`config.mk`:
```
export PLATFORM = sky130hd
export DESIGN_NAME = eawt_top
export DESIGN_NICKNAME = d
export VERILOG_FILES = /design/src/design/eawt_pkg.sv /design/src/design/eawt_timer_if.sv /design/src/design/eawt_timer.sv /design/src/design/eawt_top.sv
export VERILOG_INCLUDE_DIRS = /design/src /design/src/design
export SDC_FILE = /design/constraint.sdc
export NUM_CORES = 1
export LEC_CHECK = 0
export BUFFER_PORTS_ARGS = -buffer_cell sky130_fd_sc_hd__buf_2
export CORE_MARGIN = 2
export CORE_UTILIZATION = 25
export DETAILED_ROUTE_END_ITERATION = 6
export GPL_ROUTABILITY_DRIVEN = 0
export PLACE_DENSITY = 0.43
export SETUP_SLACK_MARGIN = 0.02
export SLEW_MARGIN = 20
export SYNTH_ARGS = -nofsm -noshare
export SYNTH_HDL_FRONTEND = slang
export SYNTH_HIERARCHICAL = 1
export SYNTH_SLANG_ARGS = --single-unit
```
`constraint.sdc`:
```
create_clock -name core_clk -period 2.63 [get_ports core_clk]
set_input_delay 0.3945 -clock core_clk [delete_from_list [all_inputs] [get_ports core_clk]]
set_output_delay 0.3945 -clock core_clk [all_outputs]
set_load 0.02 [all_outputs]
```
`src/design/eawt_consts.svh`:
```
// Register offsets, field positions, reset values and widths of the area wait timing block
`ifndef EAWT_CONSTS_SVH
`define EAWT_CONSTS_SVH

// ----------------------------------------
// Register offsets (byte addresses)
// ----------------------------------------
`define EAWT_OFS_WAIT 4'h0
`define EAWT_OFS_CTRL 4'h4
`define EAWT_OFS_STAT 4'h8

// ----------------------------------------
// Wait control field positions
// ----------------------------------------
`define EAWT_BAS_BIT 21
`define EAWT_MPX_BIT 20
`define EAWT_WW_MSB 18
`define EAWT_WW_LSB 16
`define EAWT_SW_MSB 12
`define EAWT_SW_LSB 11
`define EAWT_WR_MSB 10
`define EAWT_WR_LSB 7
`define EAWT_WM_BIT 6
`define EAWT_HW_MSB 1
`define EAWT_HW_LSB 0

// ----------------------------------------
// Reset values and writable masks
// ----------------------------------------
`define EAWT_WAIT_RST 32'h0000_0500
`define EAWT_WAIT_MASK 32'h0037_1FC3
`define EAWT_CTRL_RST 2'h0

// ----------------------------------------
// Widths
// ----------------------------------------
`define EAWT_CNT_W 5
`define EAWT_BUS_AW 4

`endif

```
`src/design/eawt_pkg.sv`:
```
// Types shared by the area wait timing design
package eawt_pkg;

	// Access sequencer states, Gray coded in declaration order
	typedef enum logic [2:0] {
		EAWT_IDLE = 3'h0,
		EAWT_SETUP = 3'h1,
		EAWT_STROBE = 3'h3,
		EAWT_EXTW = 3'h2,
		EAWT_HOLD = 3'h6
	} eawt_state_t;

	// Kind of device attached to the area
	typedef enum logic [1:0] {
		EAWT_AREA_SRAM = 2'h0,
		EAWT_AREA_BYTESEL = 2'h1,
		EAWT_AREA_MPXIO = 2'h2
	} eawt_area_t;

endpackage

```
`src/design/eawt_timer_if.sv`:
```
// Load and expiry signals between the sequencer and its phase timer
`timescale 1ns/1ns
`include "eawt_consts.svh"
interface eawt_timer_if;
	logic load;
	logic [`EAWT_CNT_W-1:0] value;
	logic expired;
	modport ctrl (output load, output value, input expired);
	modport timer (input load, input value, output expired);
endinterface

```
`src/design/eawt_timer.sv`:
```
// Down counter that times each phase of an external access
`timescale 1ns/1ns
`include "eawt_consts.svh"
module eawt_timer (
	input wire logic core_clk,
	input wire logic reset,
	eawt_timer_if.timer tmr
);
	import eawt_pkg::*;

	logic [`EAWT_CNT_W-1:0] count_reg;
	logic [`EAWT_CNT_W-1:0] count_next;

	// ----------------------------------------
	// Next count
	// ----------------------------------------
	always_comb begin
		if (tmr.load) begin
			count_next = tmr.value;
		end else if (count_reg != '0) begin
			count_next = count_reg - `EAWT_CNT_W'(1);
		end else begin
			count_next = count_reg;
		end
	end

	always_ff @(posedge core_clk) begin
		if (reset) begin
			count_reg <= '0;
		end else begin
			count_reg <= count_next;
		end
	end

	assign tmr.expired = (count_reg == '0);

endmodule

```
`src/design/eawt_top.sv`:
```
// External area wait and strobe timing controller with Avalon-MM registers
// Behaviour
// MULTIPLEXED_IO_INTERFACE area: address-wait bit adds one cycle
// Byte-access bit 0: strobes at read timing
// Byte-access bit 1: strobes whole cycle
// Byte-access bit honoured only for byte-select SRAM
// Bit 19 reads zero; software writes zero
// Write wait: 000 reuses read wait, else code-1
// Write wait for writes, read wait for reads
// Bits 15 to 13 read zero
// Set-up delay 0.5 to 3.5 cycles
// Read wait codes map to 0..24 cycles
// Software never writes read-wait codes 1101 to 1111
// Mask bit 0 honours external wait, 1 ignores
// Mask applies even with zero wait cycles
// Hold delay 0.5 to 3.5 cycles
// External wait sampled after programmed waits, extends per cycle
`timescale 1ns/1ns
`include "eawt_consts.svh"
module eawt_top #(
	parameter int ADDR_W = 24,
	parameter int DATA_W = 16
) (
	input wire logic core_clk,
	input wire logic reset,
	input wire logic [`EAWT_BUS_AW-1:0] avs_address,
	input wire logic avs_read,
	input wire logic avs_write,
	input wire logic [31:0] avs_writedata,
	input wire logic [3:0] avs_byteenable,
	output logic [31:0] avs_readdata,
	output logic avs_waitrequest,
	input wire logic acc_req,
	input wire logic acc_write,
	input wire logic [ADDR_W-1:0] acc_addr,
	input wire logic [DATA_W-1:0] acc_wdata,
	input wire logic [1:0] acc_be,
	output logic [DATA_W-1:0] acc_rdata,
	output logic acc_done,
	output logic acc_busy,
	output logic [ADDR_W-1:0] ext_addr,
	output logic chip_select_n,
	output logic read_n,
	output logic [1:0] write_n,
	output logic rd_wr,
	output logic [DATA_W-1:0] ext_data_out,
	output logic ext_data_oe,
	input wire logic [DATA_W-1:0] ext_data_in,
	input wire logic ext_wait_n
);
	import eawt_pkg::*;

	// ----------------------------------------
	// Declarations
	// ----------------------------------------
	logic [31:0] wait_ctrl_reg;
	logic [31:0] wait_ctrl_next;
	eawt_area_t area_reg;
	eawt_area_t area_next;
	logic [31:0] rdata_reg;
	logic [31:0] rdata_next;
	logic wreq_reg;
	logic wreq_next;
	logic [2:0] wsync_reg;
	logic wait_level_reg;
	logic wait_level_next;
	eawt_state_t state_reg;
	eawt_state_t state_next;
	logic write_cyc_reg;
	logic write_cyc_next;
	logic [1:0] be_reg;
	logic [1:0] be_next;
	logic [ADDR_W-1:0] addr_reg;
	logic [ADDR_W-1:0] addr_next;
	logic cs_n_reg;
	logic cs_n_next;
	logic rd_n_reg;
	logic rd_n_next;
	logic [1:0] wr_n_reg;
	logic [1:0] wr_n_next;
	logic rd_wr_reg;
	logic rd_wr_next;
	logic [DATA_W-1:0] dout_reg;
	logic [DATA_W-1:0] dout_next;
	logic oe_reg;
	logic oe_next;
	logic [DATA_W-1:0] acc_rdata_reg;
	logic [DATA_W-1:0] acc_rdata_next;
	logic done_reg;
	logic done_next;
	logic byte_mode;
	logic bas_whole;
	logic mpx_add;
	logic wait_honoured;
	logic [`EAWT_CNT_W-1:0] read_waits;
	logic [`EAWT_CNT_W-1:0] write_waits;
	logic [`EAWT_CNT_W-1:0] setup_cnt;
	logic [`EAWT_CNT_W-1:0] hold_cnt;
	logic [31:0] bus_wmask;

	eawt_timer_if tmr ();

	eawt_timer u_timer (
		.core_clk(core_clk),
		.reset(reset),
		.tmr(tmr.timer)
	);

	// ----------------------------------------
	// Wait code decode
	// ----------------------------------------
	function automatic logic [`EAWT_CNT_W-1:0] read_wait_decode(input logic [3:0] code);
		logic [`EAWT_CNT_W-1:0] n;
		n = 5'h18;
		case (code)
			4'h7: n = 5'h08;
			4'h8: n = 5'h0A;
			4'h9: n = 5'h0C;
			4'hA: n = 5'h0E;
			4'hB: n = 5'h12;
			4'hC: n = 5'h18;
			default: begin
				if (code < 4'h7) begin
					n = {1'b0, code};
				end
			end
		endcase
		return n;
	endfunction

	// read wait table
	assign read_waits = read_wait_decode(wait_ctrl_reg[`EAWT_WR_MSB:`EAWT_WR_LSB]);
	// write wait code
	assign write_waits = (wait_ctrl_reg[`EAWT_WW_MSB:`EAWT_WW_LSB] == 3'h0) ? read_waits :
		{2'h0, wait_ctrl_reg[`EAWT_WW_MSB:`EAWT_WW_LSB] - 3'h1};
	// MULTIPLEXED_IO_INTERFACE address wait
	assign mpx_add = (area_reg == EAWT_AREA_MPXIO) && wait_ctrl_reg[`EAWT_MPX_BIT];
	// byte-select only
	assign byte_mode = (area_reg == EAWT_AREA_BYTESEL);
	assign bas_whole = byte_mode && wait_ctrl_reg[`EAWT_BAS_BIT];
	// set-up half cycle rounds up
	assign setup_cnt = {3'h0, wait_ctrl_reg[`EAWT_SW_MSB:`EAWT_SW_LSB]} + {4'h0, mpx_add};
	// hold half cycle rounds up
	assign hold_cnt = {3'h0, wait_ctrl_reg[`EAWT_HW_MSB:`EAWT_HW_LSB]};
	// external wait mask
	assign wait_honoured = !wait_ctrl_reg[`EAWT_WM_BIT];

	// ----------------------------------------
	// External wait synchroniser
	// ----------------------------------------
	always_comb begin
		wait_level_next = wait_level_reg;
		if (wsync_reg[1] == wsync_reg[2]) begin
			wait_level_next = !wsync_reg[2];
		end
	end

	always_ff @(posedge core_clk) begin
		if (reset) begin
			wsync_reg <= 3'h7;
			wait_level_reg <= 1'b0;
		end else begin
			wsync_reg <= {wsync_reg[1:0], ext_wait_n};
			wait_level_reg <= wait_level_next;
		end
	end

	// ----------------------------------------
	// Register slave
	// ----------------------------------------
	always_comb begin
		bus_wmask = {{8{avs_byteenable[3]}}, {8{avs_byteenable[2]}},
			{8{avs_byteenable[1]}}, {8{avs_byteenable[0]}}};
		wait_ctrl_next = wait_ctrl_reg;
		area_next = area_reg;
		rdata_next = rdata_reg;
		wreq_next = 1'b1;
		if ((avs_read || avs_write) && wreq_reg) begin
			wreq_next = 1'b0;
			case (avs_address)
				`EAWT_OFS_WAIT: begin
					// reserved bits read zero
					rdata_next = wait_ctrl_reg & `EAWT_WAIT_MASK;
				end
				`EAWT_OFS_CTRL: begin
					rdata_next = {30'h0, area_reg};
				end
				`EAWT_OFS_STAT: begin
					rdata_next = {27'h0, wait_level_reg, state_reg, acc_busy};
				end
				default: begin
					rdata_next = 32'h0000_0000;
				end
			endcase
		end
		if (avs_write && !wreq_reg) begin
			case (avs_address)
				`EAWT_OFS_WAIT: begin
					// reserved bits never stored
					wait_ctrl_next = ((avs_writedata & bus_wmask) |
						(wait_ctrl_reg & ~bus_wmask)) & `EAWT_WAIT_MASK;
				end
				`EAWT_OFS_CTRL: begin
					if (avs_byteenable[0] && avs_writedata[1:0] != 2'h3) begin
						area_next = eawt_area_t'(avs_writedata[1:0]);
					end
				end
				default: begin
					area_next = area_reg;
				end
			endcase
		end
	end

	always_ff @(posedge core_clk) begin
		if (reset) begin
			wait_ctrl_reg <= `EAWT_WAIT_RST;
			area_reg <= eawt_area_t'(`EAWT_CTRL_RST);
			rdata_reg <= 32'h0000_0000;
			wreq_reg <= 1'b1;
		end else begin
			wait_ctrl_reg <= wait_ctrl_next;
			area_reg <= area_next;
			rdata_reg <= rdata_next;
			wreq_reg <= wreq_next;
		end
	end

	// ----------------------------------------
	// Access sequencer
	// ----------------------------------------
	always_comb begin
		state_next = state_reg;
		write_cyc_next = write_cyc_reg;
		be_next = be_reg;
		addr_next = addr_reg;
		cs_n_next = cs_n_reg;
		rd_n_next = rd_n_reg;
		wr_n_next = wr_n_reg;
		rd_wr_next = rd_wr_reg;
		dout_next = dout_reg;
		oe_next = oe_reg;
		acc_rdata_next = acc_rdata_reg;
		done_next = 1'b0;
		tmr.load = 1'b0;
		tmr.value = '0;
		case (state_reg)
			EAWT_IDLE: begin
				if (acc_req) begin
					write_cyc_next = acc_write;
					be_next = acc_be;
					addr_next = acc_addr;
					dout_next = acc_wdata;
					oe_next = acc_write;
					cs_n_next = 1'b0;
					// direction low for whole write
					rd_wr_next = bas_whole || !acc_write;
					// byte strobes for whole cycle
					wr_n_next = bas_whole ? ~acc_be : 2'h3;
					// set-up phase timing
					tmr.load = 1'b1;
					tmr.value = setup_cnt;
					state_next = EAWT_SETUP;
				end
			end
			EAWT_SETUP: begin
				if (tmr.expired) begin
					rd_n_next = write_cyc_reg;
					// strobes at read timing
					if (write_cyc_reg || byte_mode) begin
						wr_n_next = ~be_reg;
					end
					// direction at write timing
					if (write_cyc_reg) begin
						rd_wr_next = 1'b0;
					end
					// per-direction wait count
					tmr.load = 1'b1;
					tmr.value = write_cyc_reg ? write_waits : read_waits;
					state_next = EAWT_STROBE;
				end
			end
			EAWT_STROBE, EAWT_EXTW: begin
				// sample wait after programmed waits
				if (tmr.expired && !(wait_honoured && wait_level_reg)) begin
					rd_n_next = 1'b1;
					wr_n_next = bas_whole ? wr_n_reg : 2'h3;
					rd_wr_next = bas_whole || !write_cyc_reg;
					acc_rdata_next = write_cyc_reg ? acc_rdata_reg : ext_data_in;
					// hold phase timing
					tmr.load = 1'b1;
					tmr.value = hold_cnt;
					state_next = EAWT_HOLD;
				end else if (tmr.expired) begin
					// extend even at zero waits
					state_next = EAWT_EXTW;
				end
			end
			EAWT_HOLD: begin
				if (tmr.expired) begin
					cs_n_next = 1'b1;
					wr_n_next = 2'h3;
					rd_wr_next = 1'b1;
					oe_next = 1'b0;
					done_next = 1'b1;
					state_next = EAWT_IDLE;
				end
			end
			default: begin
				state_next = EAWT_IDLE;
			end
		endcase
	end

	always_ff @(posedge core_clk) begin
		if (reset) begin
			state_reg <= EAWT_IDLE;
			write_cyc_reg <= 1'b0;
			be_reg <= 2'h0;
			addr_reg <= '0;
			cs_n_reg <= 1'b1;
			rd_n_reg <= 1'b1;
			wr_n_reg <= 2'h3;
			rd_wr_reg <= 1'b1;
			dout_reg <= '0;
			oe_reg <= 1'b0;
			acc_rdata_reg <= '0;
			done_reg <= 1'b0;
		end else begin
			state_reg <= state_next;
			write_cyc_reg <= write_cyc_next;
			be_reg <= be_next;
			addr_reg <= addr_next;
			cs_n_reg <= cs_n_next;
			rd_n_reg <= rd_n_next;
			wr_n_reg <= wr_n_next;
			rd_wr_reg <= rd_wr_next;
			dout_reg <= dout_next;
			oe_reg <= oe_next;
			acc_rdata_reg <= acc_rdata_next;
			done_reg <= done_next;
		end
	end

	// ----------------------------------------
	// Outputs
	// ----------------------------------------
	assign avs_readdata = rdata_reg;
	assign avs_waitrequest = wreq_reg;
	assign acc_rdata = acc_rdata_reg;
	assign acc_done = done_reg;
	assign acc_busy = !cs_n_reg;
	assign ext_addr = addr_reg;
	assign chip_select_n = cs_n_reg;
	assign read_n = rd_n_reg;
	assign write_n = wr_n_reg;
	assign rd_wr = rd_wr_reg;
	assign ext_data_out = dout_reg;
	assign ext_data_oe = oe_reg;

endmodule

```
==> out/results.tsv <==
stage	metric	value	unit
status	outcome	finished clean	
clock_tree	htree_levels	3	
sta	max_freq	0.447	GHz
floorplanning	rows	50	
worst_setup_path	critPathLaunchType	register	
yosys	syn-cell-area	4750	sq um
worst_setup_path	worstPathMaxFanout	8	
global_routing	grt_pass1_wl	21100	um
sta	relSlewSlack	0.613	
yosys	ys_seq_area_frac	0.472	
floorplanning	initial_core_util	0.254	
detailed_routing	firstDrtPassIters	6	
global_routing	antenna_found_initial	0	
floorplanning	dieArea	20100	sq um
floorplanning	die_h	142	um
yosys	synth_edf_count	0	
sta	rsz0062_at_grt	no	
sta	finalHoldViolCount	0	
pwr	clockPowerShare	0.314	
floorplanning	die_x	142	um
cells_and_area	antenna_cells	0	
pwr	power.internal	3.24	mW
placed_design	place_hpwl	9600	um
pwr	seqPwrFrac	0.404	
clock_tree	path_clk_slew	0.08	ns
clock_tree	clockRootBuffer	clkbuf_16	
worst_setup_path	endpoint_kind	register	
global_routing	grt_pass1_vias	4095	
worst_setup_path	setup.worst_path.class	register to register	
detailed_routing	vias	4229	
detailed_routing	routedWlPerCell	14.1	um
floorplanning	num_io_pins	202	
global_routing	grt_max_degree	75	
sta	setup_violations	0	
sta	final_max_slew_viol_count	0	
cells_and_area	stdcell_area	6050	sq um
pwr	vdd.ir_drop.worst	340	uV
placed_design	portBuffers	167	
pwr	p_per_area	812	nW/um^2
clock_tree	ctsResizeCount	0	
pwr	switching_share	0.341	
clock_tree	holdBufCountCts	0	
cells_and_area	layout-drive-gt1-share	0.291	
job	maxCapViolCount	0	
pwr	switching_power	1.68	mW
detailed_routing	vias_per_cell	4.49	
detailed_routing	drt-total-wl	13200	um
detailed_routing	drt_iter0_markers	144	
sta	setup_tns	0	ns
yosys	synthFlopType	dfxtp_1	
placed_design	pre_cts_ws	0.402	ns
yosys	async_flop_share	0	
clock_tree	clk_latency	0.36	ns
clock_tree	numCtsBuffers	9	
clock_tree	cts.path.max_buffers	2	
yosys	synth_seq_cells	112	
cells_and_area	n_fill_cell	1999	
sta	tightest_slew	0.566	ns
min_path	hp-class	input port to register	
worst_setup_path	cp.required	2.89	ns
yosys	ys_types	62	
sta	post-route-period-util	0.851	
cells_and_area	num-nets-final	812	
detailed_routing	antenna_left	0	
clock_tree	postCtsSetupRepairBufs	0	
yosys	ys_warn_count	6	
clock_tree	cts_tree	yes	
placed_design	place_inst	925	
cells_and_area	syn2layout_area_growth	27.4	%
clock_tree	cts.sink_count	112	
sta	fin_skew	0.0140	ns
global_routing	track_usage	0.134	
yosys	synthesis.instances	550	
placed_design	place_area	5730	sq um
detailed_routing	drc	0	
sta	setup_slack	0.391	ns
sta	finalCriticalPeriod	2.24	ns
pwr	p_leak	2.78	nW
yosys	avgSynthCellArea	8.64	sq um
global_routing	grt_overflow	0	
pwr	combinationalPowerShare	0.282	
floorplanning	coreArea	18700	sq um
worst_setup_path	cp.arrival	2.50	ns
cells_and_area	layout.cells.non_filler	941	
[logic make-up after synthesis]
family                   count (synthesis)  synth area share
buffers and inverters                   68            0.0769
other                                    1          0.000789
AO/OA/AOI/OAI                          109             0.143
adder cells (fa/ha/maj)                  5            0.0132
AND/OR/NAND/NOR                        215             0.210
multiplexers                            38            0.0803
XOR/XNOR                                 2           0.00369
flip-flops                             112             0.472
[Yosys cell counts, types with 2 or more instances]
master,instances,area share
a211oi_1,4,0.0063
a21oi_1,56,0.059
a22oi_1,17,0.027
a31oi_1,2,0.0026
and2_1,3,0.0040
and3_1,3,0.0040
buf_2,8,0.0084
buf_4,20,0.032
clkbuf_1,18,0.014
dfxtp_1,112,0.47
ha_1,5,0.013
inv_1,18,0.014
mux2i_1,37,0.078
nand2_1,102,0.081
nand2b_1,6,0.0079
nand3_1,14,0.015
nand4_1,3,0.0040
nor2_1,58,0.046
nor2b_1,3,0.0040
nor3_1,3,0.0032
nor3b_1,2,0.0032
nor4bb_1,2,0.0042
o21a_1,2,0.0032
o21ai_0,8,0.0084
o21ai_1,2,0.0021
o221ai_1,3,0.0055
or2_2,3,0.0040
xnor2_1,2,0.0037
[final timing paths]
| check | from | endpoint | slack, ns | depth (start not counted) |
|---|---|---|---|---|
| setup / recovery | u_timer/count_reg[0] | u_timer/count_reg[1] | 0.39 | 9 |
| hold / removal | ext_wait_n | wsync_reg[0] | 0.22 | 2 |
| setup reg to reg | u_timer/count_reg[0] | u_timer/count_reg[1] | 0.39 | 9 |
| hold reg to reg | wsync_reg[0] | wsync_reg[1] | 0.42 | 1 |
[worst max-delay path: stages, from the launching register on]
cell     delay, ns
dfxtp_1       0.33
inv_1         0.08
ha_1          0.21
nor4b_4       0.43
and2b_1       0.25
nand3_1       0.12
nand3_1       0.12
inv_1         0.11
and4_2        0.22
a311o_1       0.26
[stage by stage]
step                hold slack [ns]  power (mW)  utilization
floorplan                     0.389        3.03            -
global placement              0.404        3.39        0.306
finish                        0.219        4.92        0.323
detailed placement            0.394        3.42        0.306
global route                  0.221        5.22        0.323
CTS                           0.202        4.99        0.323
[per-layer routing]
metal	up-vias	share of wire	global-route usage
li1	2148	-	-
met1	1975	0.45	0.166
met2	92	0.50	0.227
met3	14	0.035	0.0250
met4	0	0.018	0.0563
met5	-	0	0
[power by group through the flow]
stage | sequential, mW | combinational, mW | clock (mW)
2_1_floorplan | 2.19 | 0.836 | 0
3_3_place_gp | 2.02 | 1.37 | 0
3_5_place_dp | 2.03 | 1.39 | 0
4_1_cts | 1.99 | 1.40 | 1.60
5_1_grt | 2.01 | 1.54 | 1.66
6_report | 1.99 | 1.39 | 1.54
[placed cells by master, fill, tap and decap left out, types with 8 or more instances in the layout]
master	instances
a22oi_1	17
nor2_1	58
nand2_1	102
conb_1	15
buf_4	10
inv_1	18
mux2i_1	37
buf_2	166
dfxtp_1	112
a21oi_1	56
nand3_1	14
o21ai_0	8
clkbuf_16	9
[area by class of cell]
type                    count  area (sq um)  area share
clock buffers               9           225      0.0372
clock inverters             7           100      0.0165
inverters                  18          67.6      0.0112
multi-input cells         384          2200       0.363
flip-flops and latches    112          2240       0.371
well taps                 234           293      0.0484
repair buffers            177           926       0.153
Power figures use the tool's default switching activity.
